$ cat src/shared/bsc_pkg.sv
// constants, register map and types of the breaker synchronism check
package bsc_pkg;
    localparam int CLK_HZ = 100_000_000;
    localparam int TICK_MS = 100;
    localparam int TICK_100MS_CYC = CLK_HZ / 1000 * TICK_MS;
    localparam int FAIL_MS = 200;
    localparam int FAIL_PULSE_CYC = CLK_HZ / 1000 * FAIL_MS;

    localparam logic [7:0] ADDR_CTRL = 8'h00;
    localparam logic [7:0] ADDR_VLIM = 8'h04;
    localparam logic [7:0] ADDR_FLIM = 8'h08;
    localparam logic [7:0] ADDR_TIME = 8'h0C;
    localparam logic [7:0] ADDR_STAT = 8'h10;

    // register field positions
    localparam int CTRL_MODE_LSB = 0;
    localparam int CTRL_VCHK_LSB = 2;
    localparam int CTRL_PAIR_LSB = 5;
    localparam int CTRL_STAGE_BIT = 7;
    localparam int CTRL_PN_LSB = 8;
    localparam int VLIM_DEAD_LSB = 0;
    localparam int VLIM_LIVE_LSB = 8;
    localparam int VLIM_VDIF_LSB = 16;
    localparam int FLIM_SLIP_LSB = 0;
    localparam int FLIM_ANG_LSB = 16;
    localparam int TIME_CB_LSB = 0;
    localparam int TIME_TO_LSB = 16;

    // values after reset
    localparam logic [7:0] RST_DEAD = 8'h14;
    localparam logic [7:0] RST_LIVE = 8'h50;
    localparam logic [7:0] RST_VDIF = 8'h0A;
    localparam logic [6:0] RST_SLIP = 7'h0A;
    localparam logic [6:0] RST_ANG = 7'h14;
    localparam logic [9:0] RST_CB = 10'h064;
    localparam logic [12:0] RST_TO = 13'h0064;

    // setting ranges
    localparam int CB_MIN = 40;
    localparam int CB_MAX = 600;
    localparam int LIM_MIN = 10;
    localparam int LIM_MAX = 120;
    localparam int SLIP_MIN = 1;
    localparam int SLIP_MAX = 100;
    localparam int VDIF_MIN = 1;
    localparam int VDIF_MAX = 60;
    localparam int ANG_MIN = 2;
    localparam int ANG_MAX = 90;
    localparam int TO_MIN = 1;
    localparam int TO_MAX = 6000;

    // measurement arithmetic, angles in 0.1 degree, frequency in mHz
    localparam int RESET_RATIO_PCT = 97;
    localparam int SQRT3_MUL = 443;
    localparam int SQRT3_SHIFT = 8;
    localparam int PN_TO_LL_ANG = 300;
    localparam int ANG_FULL = 3600;
    localparam int ANG_HALF = 1800;
    localparam int ANG_TOL_FINE = 20;
    localparam int ANG_TOL_COARSE = 50;
    localparam int SLIP_FINE_MHZ = 200;
    localparam int SLIP_UNIT_MHZ = 10;
    localparam int ANG_UNIT = 10;
    localparam int ROT_MUL = 30199;
    localparam int ROT_SHIFT = 23;

    typedef enum logic [1:0] {
        MODE_OFF,
        MODE_ASYNC,
        MODE_SYNC
    } bsc_mode_t;

    typedef enum logic [2:0] {
        VC_DD,
        VC_DL,
        VC_LD,
        VC_DD_DL,
        VC_DD_LD,
        VC_DL_LD,
        VC_ALL
    } bsc_vchk_t;

    typedef enum logic [1:0] {
        PAIR_LOC_Y,
        PAIR_LOC_Z,
        PAIR_Y_Z
    } bsc_pair_t;
endpackage : bsc_pkg

$ cat src/rtl/bsc_level.sv
// dead and live detector of one voltage channel
`timescale 1ns/1ps
module bsc_level import bsc_pkg::*; (
    // clock and reset
    input wire logic pclk,
    input wire logic presetn,
    // measurement and limits in percent of nominal
    input wire logic [7:0] mag,
    input wire logic [7:0] dead_lim,
    input wire logic [7:0] live_lim,
    // state
    output logic dead_r,
    output logic live_r
);
    logic [15:0] mag_pct;
    logic [15:0] drop_lvl;

    assign mag_pct = 16'(mag) * 16'd100;
    assign drop_lvl = 16'(live_lim) * 16'(RESET_RATIO_PCT);

    always_ff @(posedge pclk or negedge presetn) begin
        if (!presetn) begin
            dead_r <= 1'b0;
        end else begin
            dead_r <= mag < dead_lim;
        end
    end

    // live drops only below the reset ratio, so noise near the limit
    // cannot make the ok output chatter
    always_ff @(posedge pclk or negedge presetn) begin
        if (!presetn) begin
            live_r <= 1'b0;
        end else if (mag > live_lim) begin
            live_r <= 1'b1;
        end else if (mag_pct < drop_lvl) begin
            live_r <= 1'b0;
        end
    end
endmodule : bsc_level

$ cat src/rtl/bsc_synccheck.sv
// breaker synchronism check with two stages and apb settings
// Operation
// - local quantity is always line voltage one-two
// - stage one compares local with second channel
// - stage two pair selectable among three options
// - phase-neutral inputs converted to line-equivalent values
// - off mode uses voltage check only
// - async uses slip, voltage, angle limit criteria
// - async close advanced by slip and closing time
// - sync uses all criteria aiming zero angle
// - sync advance makes contact at zero angle
// - seven voltage codes, any listed combination passes
// - first letter reference, second comparison side
// - dead only below dead limit
// - live above live limit, held until below 97 percent of it
// - stage one reference local, comparison second channel
// - angle tolerance two degrees, five above slip
// - request active from start until ok or timeout
// - timeout gives fixed fail pulse, no close
// - synchronism needs both live and three criteria
// - bypass forces synchronism declared
`timescale 1ns/1ps
module bsc_synccheck import bsc_pkg::*; #(
    parameter int TICK_CYC = TICK_100MS_CYC,
    parameter int FAIL_CYC = FAIL_PULSE_CYC
) (
    // clock and reset
    input wire logic pclk,
    input wire logic presetn,
    // apb slave
    input wire logic [7:0] paddr,
    input wire logic psel,
    input wire logic penable,
    input wire logic pwrite,
    input wire logic [31:0] pwdata,
    output logic [31:0] prdata,
    output logic pready,
    output logic pslverr,
    // measurements: magnitude %, angle 0.1 deg, frequency mHz
    input wire logic [7:0] local_line_voltage_mag,
    input wire logic [11:0] local_line_voltage_ang,
    input wire logic [15:0] local_line_voltage_freq,
    input wire logic [7:0] second_channel_line_voltage_mag,
    input wire logic [11:0] second_channel_line_voltage_ang,
    input wire logic [15:0] second_channel_line_voltage_freq,
    input wire logic [7:0] third_channel_line_voltage_mag,
    input wire logic [11:0] third_channel_line_voltage_ang,
    input wire logic [15:0] third_channel_line_voltage_freq,
    // pins from the close-command source
    input wire logic close_req,
    input wire logic bypass,
    // outputs
    output logic sync_request,
    output logic sync_fail,
    output logic sync_ok_s1,
    output logic sync_ok_s2,
    output logic cb_close
);
    typedef enum logic [1:0] {
        ST_IDLE,
        ST_WAIT,
        ST_FAIL
    } bsc_state_t;

    // settings
    bsc_mode_t mode_r;
    bsc_vchk_t vchk_r;
    bsc_pair_t pair_r;
    logic stage_r;
    logic [2:0] pn_r;
    logic [7:0] dead_r;
    logic [7:0] live_r;
    logic [7:0] vdif_r;
    logic [6:0] slip_r;
    logic [6:0] ang_r;
    logic [9:0] cb_r;
    logic [12:0] to_r;

    logic [31:0] rd_nxt;
    logic err_nxt;
    logic wr_en;
    logic [1:0] req_sync_r;
    logic [1:0] byp_sync_r;
    logic req_d_r;

    logic [7:0] in_mag [3];
    logic [11:0] in_ang [3];
    logic [15:0] in_frq [3];
    logic [7:0] mag_r [3];
    logic [11:0] ang_r3 [3];
    logic [15:0] frq_r [3];
    logic [2:0] is_dead;
    logic [2:0] is_live;
    logic ok1_nxt;
    logic ok2_nxt;
    logic [1:0] s2_ref;
    logic [1:0] s2_cmp;

    bsc_state_t state_r;
    logic [31:0] tick_r;
    logic [12:0] to_cnt_r;
    logic [31:0] fail_cnt_r;
    logic sel_ok;

    function automatic logic [15:0] clamp(input logic [15:0] v,
                                          input int lo, input int hi);
        if (v < 16'(lo)) begin
            return 16'(lo);
        end else if (v > 16'(hi)) begin
            return 16'(hi);
        end
        return v;
    endfunction : clamp

    // ---------------- apb ----------------
    assign wr_en = psel & penable & pready & pwrite;

    always_comb begin
        rd_nxt = 32'h0000_0000;
        err_nxt = 1'b0;
        if (paddr == ADDR_CTRL) begin
            rd_nxt[CTRL_MODE_LSB +: 2] = mode_r;
            rd_nxt[CTRL_VCHK_LSB +: 3] = vchk_r;
            rd_nxt[CTRL_PAIR_LSB +: 2] = pair_r;
            rd_nxt[CTRL_STAGE_BIT] = stage_r;
            rd_nxt[CTRL_PN_LSB +: 3] = pn_r;
        end else if (paddr == ADDR_VLIM) begin
            rd_nxt[VLIM_DEAD_LSB +: 8] = dead_r;
            rd_nxt[VLIM_LIVE_LSB +: 8] = live_r;
            rd_nxt[VLIM_VDIF_LSB +: 8] = vdif_r;
        end else if (paddr == ADDR_FLIM) begin
            rd_nxt[FLIM_SLIP_LSB +: 7] = slip_r;
            rd_nxt[FLIM_ANG_LSB +: 7] = ang_r;
        end else if (paddr == ADDR_TIME) begin
            rd_nxt[TIME_CB_LSB +: 10] = cb_r;
            rd_nxt[TIME_TO_LSB +: 13] = to_r;
        end else if (paddr == ADDR_STAT) begin
            rd_nxt = {21'h0, is_dead, is_live, cb_close, sync_ok_s2,
                      sync_ok_s1, sync_fail, sync_request};
        end else begin
            err_nxt = 1'b1;
        end
    end

    // one wait-free access: answer prepared during the setup cycle
    always_ff @(posedge pclk or negedge presetn) begin
        if (!presetn) begin
            pready <= 1'b0;
            prdata <= 32'h0000_0000;
            pslverr <= 1'b0;
        end else begin
            pready <= psel & ~penable & ~pready;
            prdata <= (psel & ~penable & ~pwrite) ? rd_nxt : 32'h0000_0000;
            pslverr <= psel & ~penable & err_nxt;
        end
    end

    always_ff @(posedge pclk or negedge presetn) begin
        if (!presetn) begin
            mode_r <= MODE_OFF;
            vchk_r <= VC_DL;
            pair_r <= PAIR_LOC_Y;
            stage_r <= 1'b0;
            pn_r <= 3'h0;
        end else if (wr_en && paddr == ADDR_CTRL) begin
            // unknown codes are kept out so decoding stays total
            if (pwdata[CTRL_MODE_LSB +: 2] != 2'h3) begin
                mode_r <= bsc_mode_t'(pwdata[CTRL_MODE_LSB +: 2]);
            end
            if (pwdata[CTRL_VCHK_LSB +: 3] != 3'h7) begin
                vchk_r <= bsc_vchk_t'(pwdata[CTRL_VCHK_LSB +: 3]);
            end
            if (pwdata[CTRL_PAIR_LSB +: 2] != 2'h3) begin
                pair_r <= bsc_pair_t'(pwdata[CTRL_PAIR_LSB +: 2]);
            end
            stage_r <= pwdata[CTRL_STAGE_BIT];
            pn_r <= pwdata[CTRL_PN_LSB +: 3];
        end
    end

    always_ff @(posedge pclk or negedge presetn) begin
        if (!presetn) begin
            dead_r <= RST_DEAD;
            live_r <= RST_LIVE;
            vdif_r <= RST_VDIF;
            slip_r <= RST_SLIP;
            ang_r <= RST_ANG;
            cb_r <= RST_CB;
            to_r <= RST_TO;
        end else if (wr_en && paddr == ADDR_VLIM) begin
            dead_r <= 8'(clamp(16'(pwdata[VLIM_DEAD_LSB +: 8]),
                               LIM_MIN, LIM_MAX));
            live_r <= 8'(clamp(16'(pwdata[VLIM_LIVE_LSB +: 8]),
                               LIM_MIN, LIM_MAX));
            vdif_r <= 8'(clamp(16'(pwdata[VLIM_VDIF_LSB +: 8]),
                               VDIF_MIN, VDIF_MAX));
        end else if (wr_en && paddr == ADDR_FLIM) begin
            slip_r <= 7'(clamp(16'(pwdata[FLIM_SLIP_LSB +: 7]),
                               SLIP_MIN, SLIP_MAX));
            ang_r <= 7'(clamp(16'(pwdata[FLIM_ANG_LSB +: 7]),
                              ANG_MIN, ANG_MAX));
        end else if (wr_en && paddr == ADDR_TIME) begin
            cb_r <= 10'(clamp(16'(pwdata[TIME_CB_LSB +: 10]),
                              CB_MIN, CB_MAX));
            to_r <= 13'(clamp(16'(pwdata[TIME_TO_LSB +: 13]),
                              TO_MIN, TO_MAX));
        end
    end

    // ---------------- pin synchronisers ----------------
    always_ff @(posedge pclk or negedge presetn) begin
        if (!presetn) begin
            req_sync_r <= 2'b00;
            byp_sync_r <= 2'b00;
            req_d_r <= 1'b0;
        end else begin
            req_sync_r <= {req_sync_r[0], close_req};
            byp_sync_r <= {byp_sync_r[0], bypass};
            req_d_r <= req_sync_r[1];
        end
    end

    // ---------------- measurement conditioning ----------------
    assign in_mag[0] = local_line_voltage_mag;
    assign in_mag[1] = second_channel_line_voltage_mag;
    assign in_mag[2] = third_channel_line_voltage_mag;
    assign in_ang[0] = local_line_voltage_ang;
    assign in_ang[1] = second_channel_line_voltage_ang;
    assign in_ang[2] = third_channel_line_voltage_ang;
    assign in_frq[0] = local_line_voltage_freq;
    assign in_frq[1] = second_channel_line_voltage_freq;
    assign in_frq[2] = third_channel_line_voltage_freq;

    // phase-neutral channels carry phase one: scale by root three and
    // shift by thirty degrees to get the line one-two equivalent
    always_ff @(posedge pclk or negedge presetn) begin
        if (!presetn) begin
            for (int i = 0; i < 3; i++) begin
                mag_r[i] <= 8'h00;
                ang_r3[i] <= 12'h000;
                frq_r[i] <= 16'h0000;
            end
        end else begin
            for (int i = 0; i < 3; i++) begin
                frq_r[i] <= in_frq[i];
                if (pn_r[i]) begin
                    mag_r[i] <= ((17'(in_mag[i]) * 17'(SQRT3_MUL))
                                 >> SQRT3_SHIFT) > 17'h000FF ? 8'hFF :
                                8'(((17'(in_mag[i]) * 17'(SQRT3_MUL))
                                   >> SQRT3_SHIFT));
                    ang_r3[i] <= (13'(in_ang[i]) + 13'(PN_TO_LL_ANG))
                                 >= 13'(ANG_FULL) ?
                                 12'(13'(in_ang[i]) + 13'(PN_TO_LL_ANG)
                                     - 13'(ANG_FULL)) :
                                 12'(13'(in_ang[i]) +
                                     13'(PN_TO_LL_ANG));
                end else begin
                    mag_r[i] <= in_mag[i];
                    ang_r3[i] <= in_ang[i];
                end
            end
        end
    end

    for (genvar g = 0; g < 3; g++) begin : g_lvl
        bsc_level u_lvl (
            .pclk(pclk),
            .presetn(presetn),
            .mag(mag_r[g]),
            .dead_lim(dead_r),
            .live_lim(live_r),
            .dead_r(is_dead[g]),
            .live_r(is_live[g])
        );
    end

    // ---------------- synchronism evaluation ----------------
    function automatic logic eval(input logic [1:0] r, input logic [1:0] c);
        logic vok;
        logic fok;
        logic signed [16:0] df;
        logic [16:0] adf;
        logic signed [9:0] dv;
        logic signed [13:0] d;
        logic signed [47:0] rot;
        logic signed [13:0] p;
        logic [13:0] ap;
        logic [13:0] tol;
        // first letter reference side, second comparison side
        case (vchk_r)
            VC_DD: vok = is_dead[r] & is_dead[c];
            VC_DL: vok = is_dead[r] & is_live[c];
            VC_LD: vok = is_live[r] & is_dead[c];
            VC_DD_DL: vok = is_dead[r] & (is_dead[c] | is_live[c]);
            VC_DD_LD: vok = (is_dead[r] | is_live[r]) & is_dead[c];
            VC_DL_LD: vok = (is_dead[r] & is_live[c]) |
                            (is_live[r] & is_dead[c]);
            VC_ALL: vok = (is_dead[r] & (is_dead[c] | is_live[c])) |
                          (is_live[r] & is_dead[c]);
            default: vok = 1'b0;
        endcase
        df = $signed({1'b0, frq_r[r]}) - $signed({1'b0, frq_r[c]});
        adf = df < 0 ? 17'(-df) : 17'(df);
        dv = $signed({2'b00, mag_r[r]}) - $signed({2'b00, mag_r[c]});
        d = $signed({2'b00, ang_r3[r]}) - $signed({2'b00, ang_r3[c]});
        if (d >= 14'(ANG_HALF)) begin
            d = d - 14'(ANG_FULL);
        end else if (d < -14'(ANG_HALF)) begin
            d = d + 14'(ANG_FULL);
        end
        // angle the pair turns through while the breaker closes
        rot = (48'(df) * 48'($signed({1'b0, cb_r})) * 48'(ROT_MUL))
              >>> ROT_SHIFT;
        p = d + 14'(rot);
        if (p >= 14'(ANG_HALF)) begin
            p = p - 14'(ANG_FULL);
        end else if (p < -14'(ANG_HALF)) begin
            p = p + 14'(ANG_FULL);
        end
        ap = p < 0 ? 14'(-p) : 14'(p);
        tol = adf < 17'(SLIP_FINE_MHZ) ? 14'(ANG_TOL_FINE) :
              14'(ANG_TOL_COARSE);
        fok = is_live[r] & is_live[c] &
              (adf <= 17'(slip_r) * 17'(SLIP_UNIT_MHZ)) &
              ((dv < 0 ? 10'(-dv) : 10'(dv)) <= 10'(vdif_r));
        if (mode_r == MODE_ASYNC) begin
            fok = fok & (ap <= 14'(ang_r) * 14'(ANG_UNIT));
        end else if (mode_r == MODE_SYNC) begin
            fok = fok & (ap <= tol) &
                  (ap <= 14'(ang_r) * 14'(ANG_UNIT));
        end else begin
            fok = 1'b0;
        end
        return vok | fok;
    endfunction : eval

    always_comb begin
        s2_ref = 2'd0;
        s2_cmp = 2'd1;
        if (pair_r == PAIR_LOC_Z) begin
            s2_cmp = 2'd2;
        end else if (pair_r == PAIR_Y_Z) begin
            s2_ref = 2'd1;
            s2_cmp = 2'd2;
        end
        ok1_nxt = byp_sync_r[1] | eval(2'd0, 2'd1);
        ok2_nxt = byp_sync_r[1] | eval(s2_ref, s2_cmp);
    end

    always_ff @(posedge pclk or negedge presetn) begin
        if (!presetn) begin
            sync_ok_s1 <= 1'b0;
            sync_ok_s2 <= 1'b0;
        end else begin
            sync_ok_s1 <= ok1_nxt;
            sync_ok_s2 <= ok2_nxt;
        end
    end

    assign sel_ok = stage_r ? sync_ok_s2 : sync_ok_s1;

    // ---------------- close request sequence ----------------
    always_ff @(posedge pclk or negedge presetn) begin
        if (!presetn) begin
            state_r <= ST_IDLE;
            sync_request <= 1'b0;
            sync_fail <= 1'b0;
            cb_close <= 1'b0;
            tick_r <= 32'h0000_0000;
            to_cnt_r <= 13'h0000;
            fail_cnt_r <= 32'h0000_0000;
        end else begin
            cb_close <= 1'b0;
            case (state_r)
                ST_IDLE: begin
                    tick_r <= 32'h0000_0000;
                    to_cnt_r <= 13'h0000;
                    if (req_sync_r[1] && !req_d_r) begin
                        state_r <= ST_WAIT;
                        sync_request <= 1'b1;
                    end
                end
                ST_WAIT: begin
                    if (sel_ok) begin
                        state_r <= ST_IDLE;
                        sync_request <= 1'b0;
                        cb_close <= 1'b1;
                    end else if (to_cnt_r >= to_r) begin
                        // timed out: no close is issued
                        state_r <= ST_FAIL;
                        sync_request <= 1'b0;
                        sync_fail <= 1'b1;
                        fail_cnt_r <= 32'h0000_0000;
                    end else if (tick_r == 32'(TICK_CYC - 1)) begin
                        tick_r <= 32'h0000_0000;
                        to_cnt_r <= to_cnt_r + 13'h0001;
                    end else begin
                        tick_r <= tick_r + 32'h0000_0001;
                    end
                end
                ST_FAIL: begin
                    // requests during the fail pulse are ignored
                    if (fail_cnt_r == 32'(FAIL_CYC - 1)) begin
                        state_r <= ST_IDLE;
                        sync_fail <= 1'b0;
                    end else begin
                        fail_cnt_r <= fail_cnt_r + 32'h0000_0001;
                    end
                end
                default: begin
                    state_r <= ST_IDLE;
                    sync_request <= 1'b0;
                    sync_fail <= 1'b0;
                end
            endcase
        end
    end
endmodule : bsc_synccheck

$ cat config.mk
export PLATFORM = sky130hd
export DESIGN_NAME = bsc_synccheck
export DESIGN_NICKNAME = d
export VERILOG_FILES = /design/src/shared/bsc_pkg.sv /design/src/rtl/bsc_level.sv /design/src/rtl/bsc_synccheck.sv
export SDC_FILE = /design/constraint.sdc
export NUM_CORES = 2
export LEC_CHECK = 0
export ABC_AREA = 1
export ABC_CLOCK_PERIOD_IN_PS = 17500
export BUFFER_PORTS_ARGS = -buffer_cell sky130_fd_sc_hd__buf_2
export CAP_MARGIN = 20
export CORE_UTILIZATION = 55
export CTS_BUF_LIST = sky130_fd_sc_hd__clkbuf_8
export CTS_CLUSTER_SIZE = 40
export DETAILED_ROUTE_END_ITERATION = 10
export PLACE_DENSITY = 0.75
export REMOVE_ABC_BUFFERS = 1
export SLEW_MARGIN = 20
export SYNTH_ARGS = -nofsm -noshare
export SYNTH_HDL_FRONTEND = slang
export SYNTH_HIERARCHICAL = 1
export SYNTH_SLANG_ARGS = --single-unit
$ cat constraint.sdc
create_clock -name pclk -period 17.5 [get_ports pclk]
set_input_delay 2.625 -clock pclk [delete_from_list [all_inputs] [get_ports pclk]]
set_output_delay 2.625 -clock pclk [all_outputs]
set_load 0.01 [all_outputs]
# After elaboration in Yosys (flattened, before gate mapping)
# Index checks and enable logic that the tools add are counted.
# W data, S select, Z words.
totals:
  output_inout_bits: 39
  input_bits: 155
  register_bits: 309
op_classes:
  mux: 169
  bitwise: 50
  reduce_logical: 25
  magnitude_cmp: 58
  eq_ne: 29
  multipliers: 13
  add_sub_neg: 31
ops:
  columns: ["operator", "count"]
  rows:
  - ["$mux W32", 11]
  - ["$mux W8", 20]
  - ["$mux W14", 10]
  - ["$pmux W32 S2", 2]
  - ["$mux W12", 10]
  - ["$mux W13", 7]
  - ["$mul A28 B16 Y37 const B", 2]
  - ["$ge A13 B12 Y1 const B", 5]
  - ["$add A32 B1 Y32 const B", 2]
  - ["$bmux W16 S2", 2]
  - ["$mux W16", 4]
  - ["$mux W10", 6]
  - ["$mux W1", 57]
  - ["$mul A17 B11 Y28", 2]
  - ["$mux W7", 8]
  - ["$mul A8 B9 Y17 const B", 3]
  - ["$bmux W12 S2", 2]
  - ["$lt A15 B15 Y1", 3]
  - ["$add A12 B9 Y13 const B", 3]
  - ["$mul A8 B5 Y13 const B", 3]
  - ["$sub A12 B12 Y12 const B", 3]
  - ["$le A17 B11 Y1", 2]
  - ["$lt A17 B1 Y1 const B", 2]
  - ["$lt A17 B8 Y1 const B", 2]
  - ["78 further kinds", 204]

# Logic depth before layout (Yosys ltp)
depth:
  word_depth: 24
  mapped_depth: 110

# By module
# Netlist, hierarchy kept.
modules_own_cells:
  columns: ["mod", "cells_per_inst", "area_each_um2", "seq_area_each_um2", "instances"]
  rows:
  - ["bsc_synccheck", 7263, 58969.1, 7528.5, 1]
  - ["bsc_level", 280, 2114.5, 50.0, 3]

# Worst setup path after synthesis
# OpenSTA, ideal clock, no wires.
synth_path:
  path_type: "register to register"
  start: "register pair_r[1]"
  end: "register sync_ok_s2"
  arrival_ps: 16418
  path_stages_with_launch: 91
  n_path_buf: 4
  slack_ps: 1017
  period_less_slack_ps: 16483
  required_time_ps: 17435
  setup_time_ps: 65
  cell_sequence: "dfrtp_1 -> ha_1 -> clkbuf_1 -> clkbuf_1 -> nand2_1 -> o21ai_0 -> fa_1 -> nand3_1 -> nand2_1 -> nand4_1 -> nand2_1 -> nand2_1 -> nand2_1 -> nand2_1 -> nand2_1 -> a21oi_1 -> o21bai_1 -> nand2_1 -> (+55 left out) -> o2111ai_2 -> nand2_2 -> nand2_1 -> nand2_1 -> inv_1 -> ha_1 -> a21o_1 -> o21a_1 -> o21a_1 -> o21ai_0 -> o311ai_0 -> a21oi_1 -> o211ai_1 -> nor2_1 -> nand3_1 -> nor2_1 -> nand2_1 -> nand2_1"
synth_between:
  elab_chain_len: 24
  elab_cells_between_ends: 87
synth_rtl:
  columns: ["item", "line", "text"]
  rows:
  - ["start, declared", "bsc_synccheck.sv:68", "bsc_pair_t pair_r;"]
  - ["start signal, assigned", "bsc_synccheck.sv:174", "pair_r <= bsc_pair_t'(pwdata[CTRL_PAIR_LSB +: 2]);"]
  - ["parallel branches: the longest is 22 deep, another holds $mul A28 B16 Y37", null, null]
  - ["$or A1 B1 Y1 (*)", "bsc_synccheck.sv:334", "return vok | fok;"]
  - ["$or A1 B1 Y1 (*)", "bsc_synccheck.sv:347", "ok2_nxt = byp_sync_r[1] | eval(s2_ref, s2_cmp);"]
  - ["named net ok2_nxt", "bsc_synccheck.sv:95", "logic ok2_nxt;"]
  - ["end signal, assigned", "bsc_synccheck.sv:356", "sync_ok_s2 <= ok2_nxt;"]
  - ["end, declared", "bsc_synccheck.sv:56", "output logic sync_ok_s2,"]
# Mark *: on every way through the listed nets, which the timed path passes. The select of a mux whose other input is x is not followed.
# A chain may end at the register's enable or synchronous reset.

# Worst setup path in the final report
layout_path:
  start: "register pair_r[0]"
  end: "register sync_ok_s2"
# The elaborated chain is that of the path after synthesis.

==> results.cfg <==
[final_layout]
layout_commonest_cell = sky130_fd_sc_hd__inv_1
finalCoreUtilization = 0.606
area_growth_pct = 9.40
fin_nets = 10462
final_layout_size_suffix_gt1_frac = 0.0971
post_layout_nonfiller_instances = 10023
layout_common_cells = 1953 x sky130_fd_sc_hd__inv_1, 1259 x sky130_fd_sc_hd__nand2_1, 973 x sky130_fd_sc_hd__ha_1
fillerInstances = 10289

[clock_tree]
cts_hold_buf = 0
cts-root-buf = sky130_fd_sc_hd__clkbuf_8
cts_made_buffers = 58
numClockSinks = 306
cts.clk_slew.worst_paths_ns = 0.07
cts_max_level = 2
tritoncts = yes
clkLatencyLatePin_ns = 0.78
clock_tree.buffer_depth = 3

[worst_setup_path]
timing.critical_path.slowest_cell_delay_ns = 0.57
crit_slowest_cell = sky130_fd_sc_hd__fa_1
cpMostUsedCell = sky130_fd_sc_hd__nand2_1
criticalPathCategory = register to register
critPathArrivalTime_ns = 17.44
timing.critical_path.to_type = register
timing.critical_path.from = pair_r[0]
cpLargestDelayFamily = adder cells
timing.critical_path.buf_inv = 15
startpoint_type = register
critical_path_peak_fanout = 30
crit_required_ns = 18.22
crit-reg2reg-launch = pair_r[0]

[synthesis]
ys_top_cells_by_area = sky130_fd_sc_hd__fa_1 27%, sky130_fd_sc_hd__ha_1 19%, sky130_fd_sc_hd__inv_1 11%
synth.ff_latch_count = 306
synth_edf_count = 0
synth.distinct_cells = 86
proportion_of_register_bits_with_asynchronous_set_or_reset_after_synthesis = 1.00
postSynthAreaPerCell_sq_um = 8.06
ys_warnings = 6
post_synthesis_instance_area_sq_um = 65300
postSynthCellCount = 8103
synth_largest_area_cell = sky130_fd_sc_hd__fa_1
yosysTopAreaCellShare = 0.272
synthFlopType = sky130_fd_sc_hd__dfrtp_1
synth-seq-area-share = 0.118

[place]
gpl.final_weighted_congestion = 1.00
dp_slack_ns = 0.0304
port-buffer-count = 187
placedCellCount = 9827
post-dp-hpwl_mm = 146

[route]
vias_per_inst = 5.45
final_antenna_net_count = 0
drt_iter0_drc = 3689
num_vias = 54656
first_pass_iters = 11
routed_wire_length_per_instance_um = 17.4
drt_drc_violations_left = 4
routed_wl_mm = 174

[worst_hold_path]
hp-start = byp_sync_r[0]
min-delay-path-class = register to register

[sta]
worst_slew_pin_slew_ns = 1.07
max_freq_mhz = 59.8
timing.final.hold_violations = 0
report.final.setup_viol = 0
post-route-min-period_ns = 16.72
report.final.slew_viol_count = 0
final.setup.worst_slack_ns = 0.782
finalClockSkew_ns = 0.0785
final.period_utilization = 0.955
grt_setup_unrepaired = yes
timing.slew.headroom = 0.288

[grt]
globalRouteOverflowTotal = 0
pin_count_of_the_biggest_net_entering_global_routing = 74
global_route.usage.total = 0.291
antenna_found_initial = 33
first_global_vias = 54877
first_pass_grt_wire_length_mm = 281

[die]
floorplan.die_area_sq_um = 120000
die-height_um = 347
start_util = 0.554
ios = 194
die-width_um = 347
coreArea_sq_um = 118000
row_count = 126

[run]
drv_cap = 0

[outcome]
status = finished, violations left
failed_checks = design-rule violations
sequential cells by signal (all words and copies together), names as in the netlist, 7 cells and up:
register / cells
cb_r: 10
dead_r: 8
ang_r: 7
to_r: 13
tick_r: 32
vdif_r: 8
fail_cnt_r: 32
prdata: 29
slip_r: 7
live_r: 8
mag_r: 24
ang_r3: 36
to_cnt_r: 13
frq_r: 48
cell families after synthesis:
logic type,Yosys count,share of synthesized area
other,1,0.0000574
adders and majority gates,1884,0.463
xor gates and xnor gates,344,0.0473
DFF,306,0.118
AOI/OAI and AO/OA,1048,0.0927
and+or+nand+nor,2405,0.157
muxes,2,0.000307
buffers and inverters,2113,0.122
cell usage after synthesis, types with 11 or more instances:
cell and n:
sky130_fd_sc_hd__a21o_1 44, sky130_fd_sc_hd__a21oi_1 433, sky130_fd_sc_hd__a221oi_1 15, sky130_fd_sc_hd__a22oi_1 11, sky130_fd_sc_hd__a31oi_1 56, sky130_fd_sc_hd__clkbuf_1 96
sky130_fd_sc_hd__clkinv_1 18, sky130_fd_sc_hd__dfrtp_1 289, sky130_fd_sc_hd__dfstp_2 17, sky130_fd_sc_hd__fa_1 886, sky130_fd_sc_hd__ha_1 998, sky130_fd_sc_hd__inv_1 1963
sky130_fd_sc_hd__inv_2 23, sky130_fd_sc_hd__nand2_1 1285, sky130_fd_sc_hd__nand2_2 30, sky130_fd_sc_hd__nand3_1 233, sky130_fd_sc_hd__nand3b_1 24, sky130_fd_sc_hd__nand4_1 80
sky130_fd_sc_hd__nor2_1 538, sky130_fd_sc_hd__nor3_1 109, sky130_fd_sc_hd__nor4_1 29, sky130_fd_sc_hd__o211ai_1 21, sky130_fd_sc_hd__o21a_1 13, sky130_fd_sc_hd__o21ai_0 299
sky130_fd_sc_hd__o21ai_1 21, sky130_fd_sc_hd__o21bai_1 26, sky130_fd_sc_hd__o221ai_1 12, sky130_fd_sc_hd__o22ai_1 20, sky130_fd_sc_hd__or2_2 21, sky130_fd_sc_hd__xnor2_1 109
sky130_fd_sc_hd__xor2_1 225
per-stage QoR:
step	hold slack (ns)	area (sq um)	setup TNS, ns
after global routing	0.353	71500	-0.295
after floorplan	0.331	64900	0
after CTS	0.343	69900	0
final	0.340	71500	0
after detailed placement	0.336	68600	0
after global placement	0.332	68600	0
final cells by class:
cell class / instances / area (sq um) / share of cell area
inverter: 2005 / 7570 / 0.106
tap: 1536 / 1920 / 0.0269
multi-input combinational: 5687 / 50600 / 0.708
sequential: 306 / 7680 / 0.107
clock inverter: 40 / 379 / 0.00531
timing repair buffer: 365 / 2340 / 0.0327
clock buffer: 69 / 950 / 0.0133
antenna: 15 / 37.5 / 0.000525
routing by layer:
layer / global-route usage / up-vias / part of all wire
met5: 0 / - / 0.0011
met4: 0.102 / 32 / 0.036
met3: 0.0599 / 380 / 0.084
met2: 0.481 / 1905 / 0.47
met1: 0.379 / 26417 / 0.41
li1: - / 25922 / -
what timing repair did:
action	in CTS	in global routing
buffers inserted	0	70
resized for setup	0	235
hold endpoints to repair	0	0
setup endpoints to repair	0	2
final timing paths:
check / to / slack (ns) / cells after the start
hold / removal: byp_sync_r[1] / 0.34 / 0
max in group asynchronous: ang_r3[15] / 13.56 / 3
setup / recovery: sync_ok_s2 / 0.78 / 86
min in group asynchronous: frq_r[12] / 1.84 / 1
hold reg to reg: byp_sync_r[1] / 0.34 / 0
setup reg to reg: sync_ok_s2 / 0.78 / 86
Power is left out: the tool's default activity adds up to more than one toggle a clock period on the data nets, which glitch-free logic cannot reach.
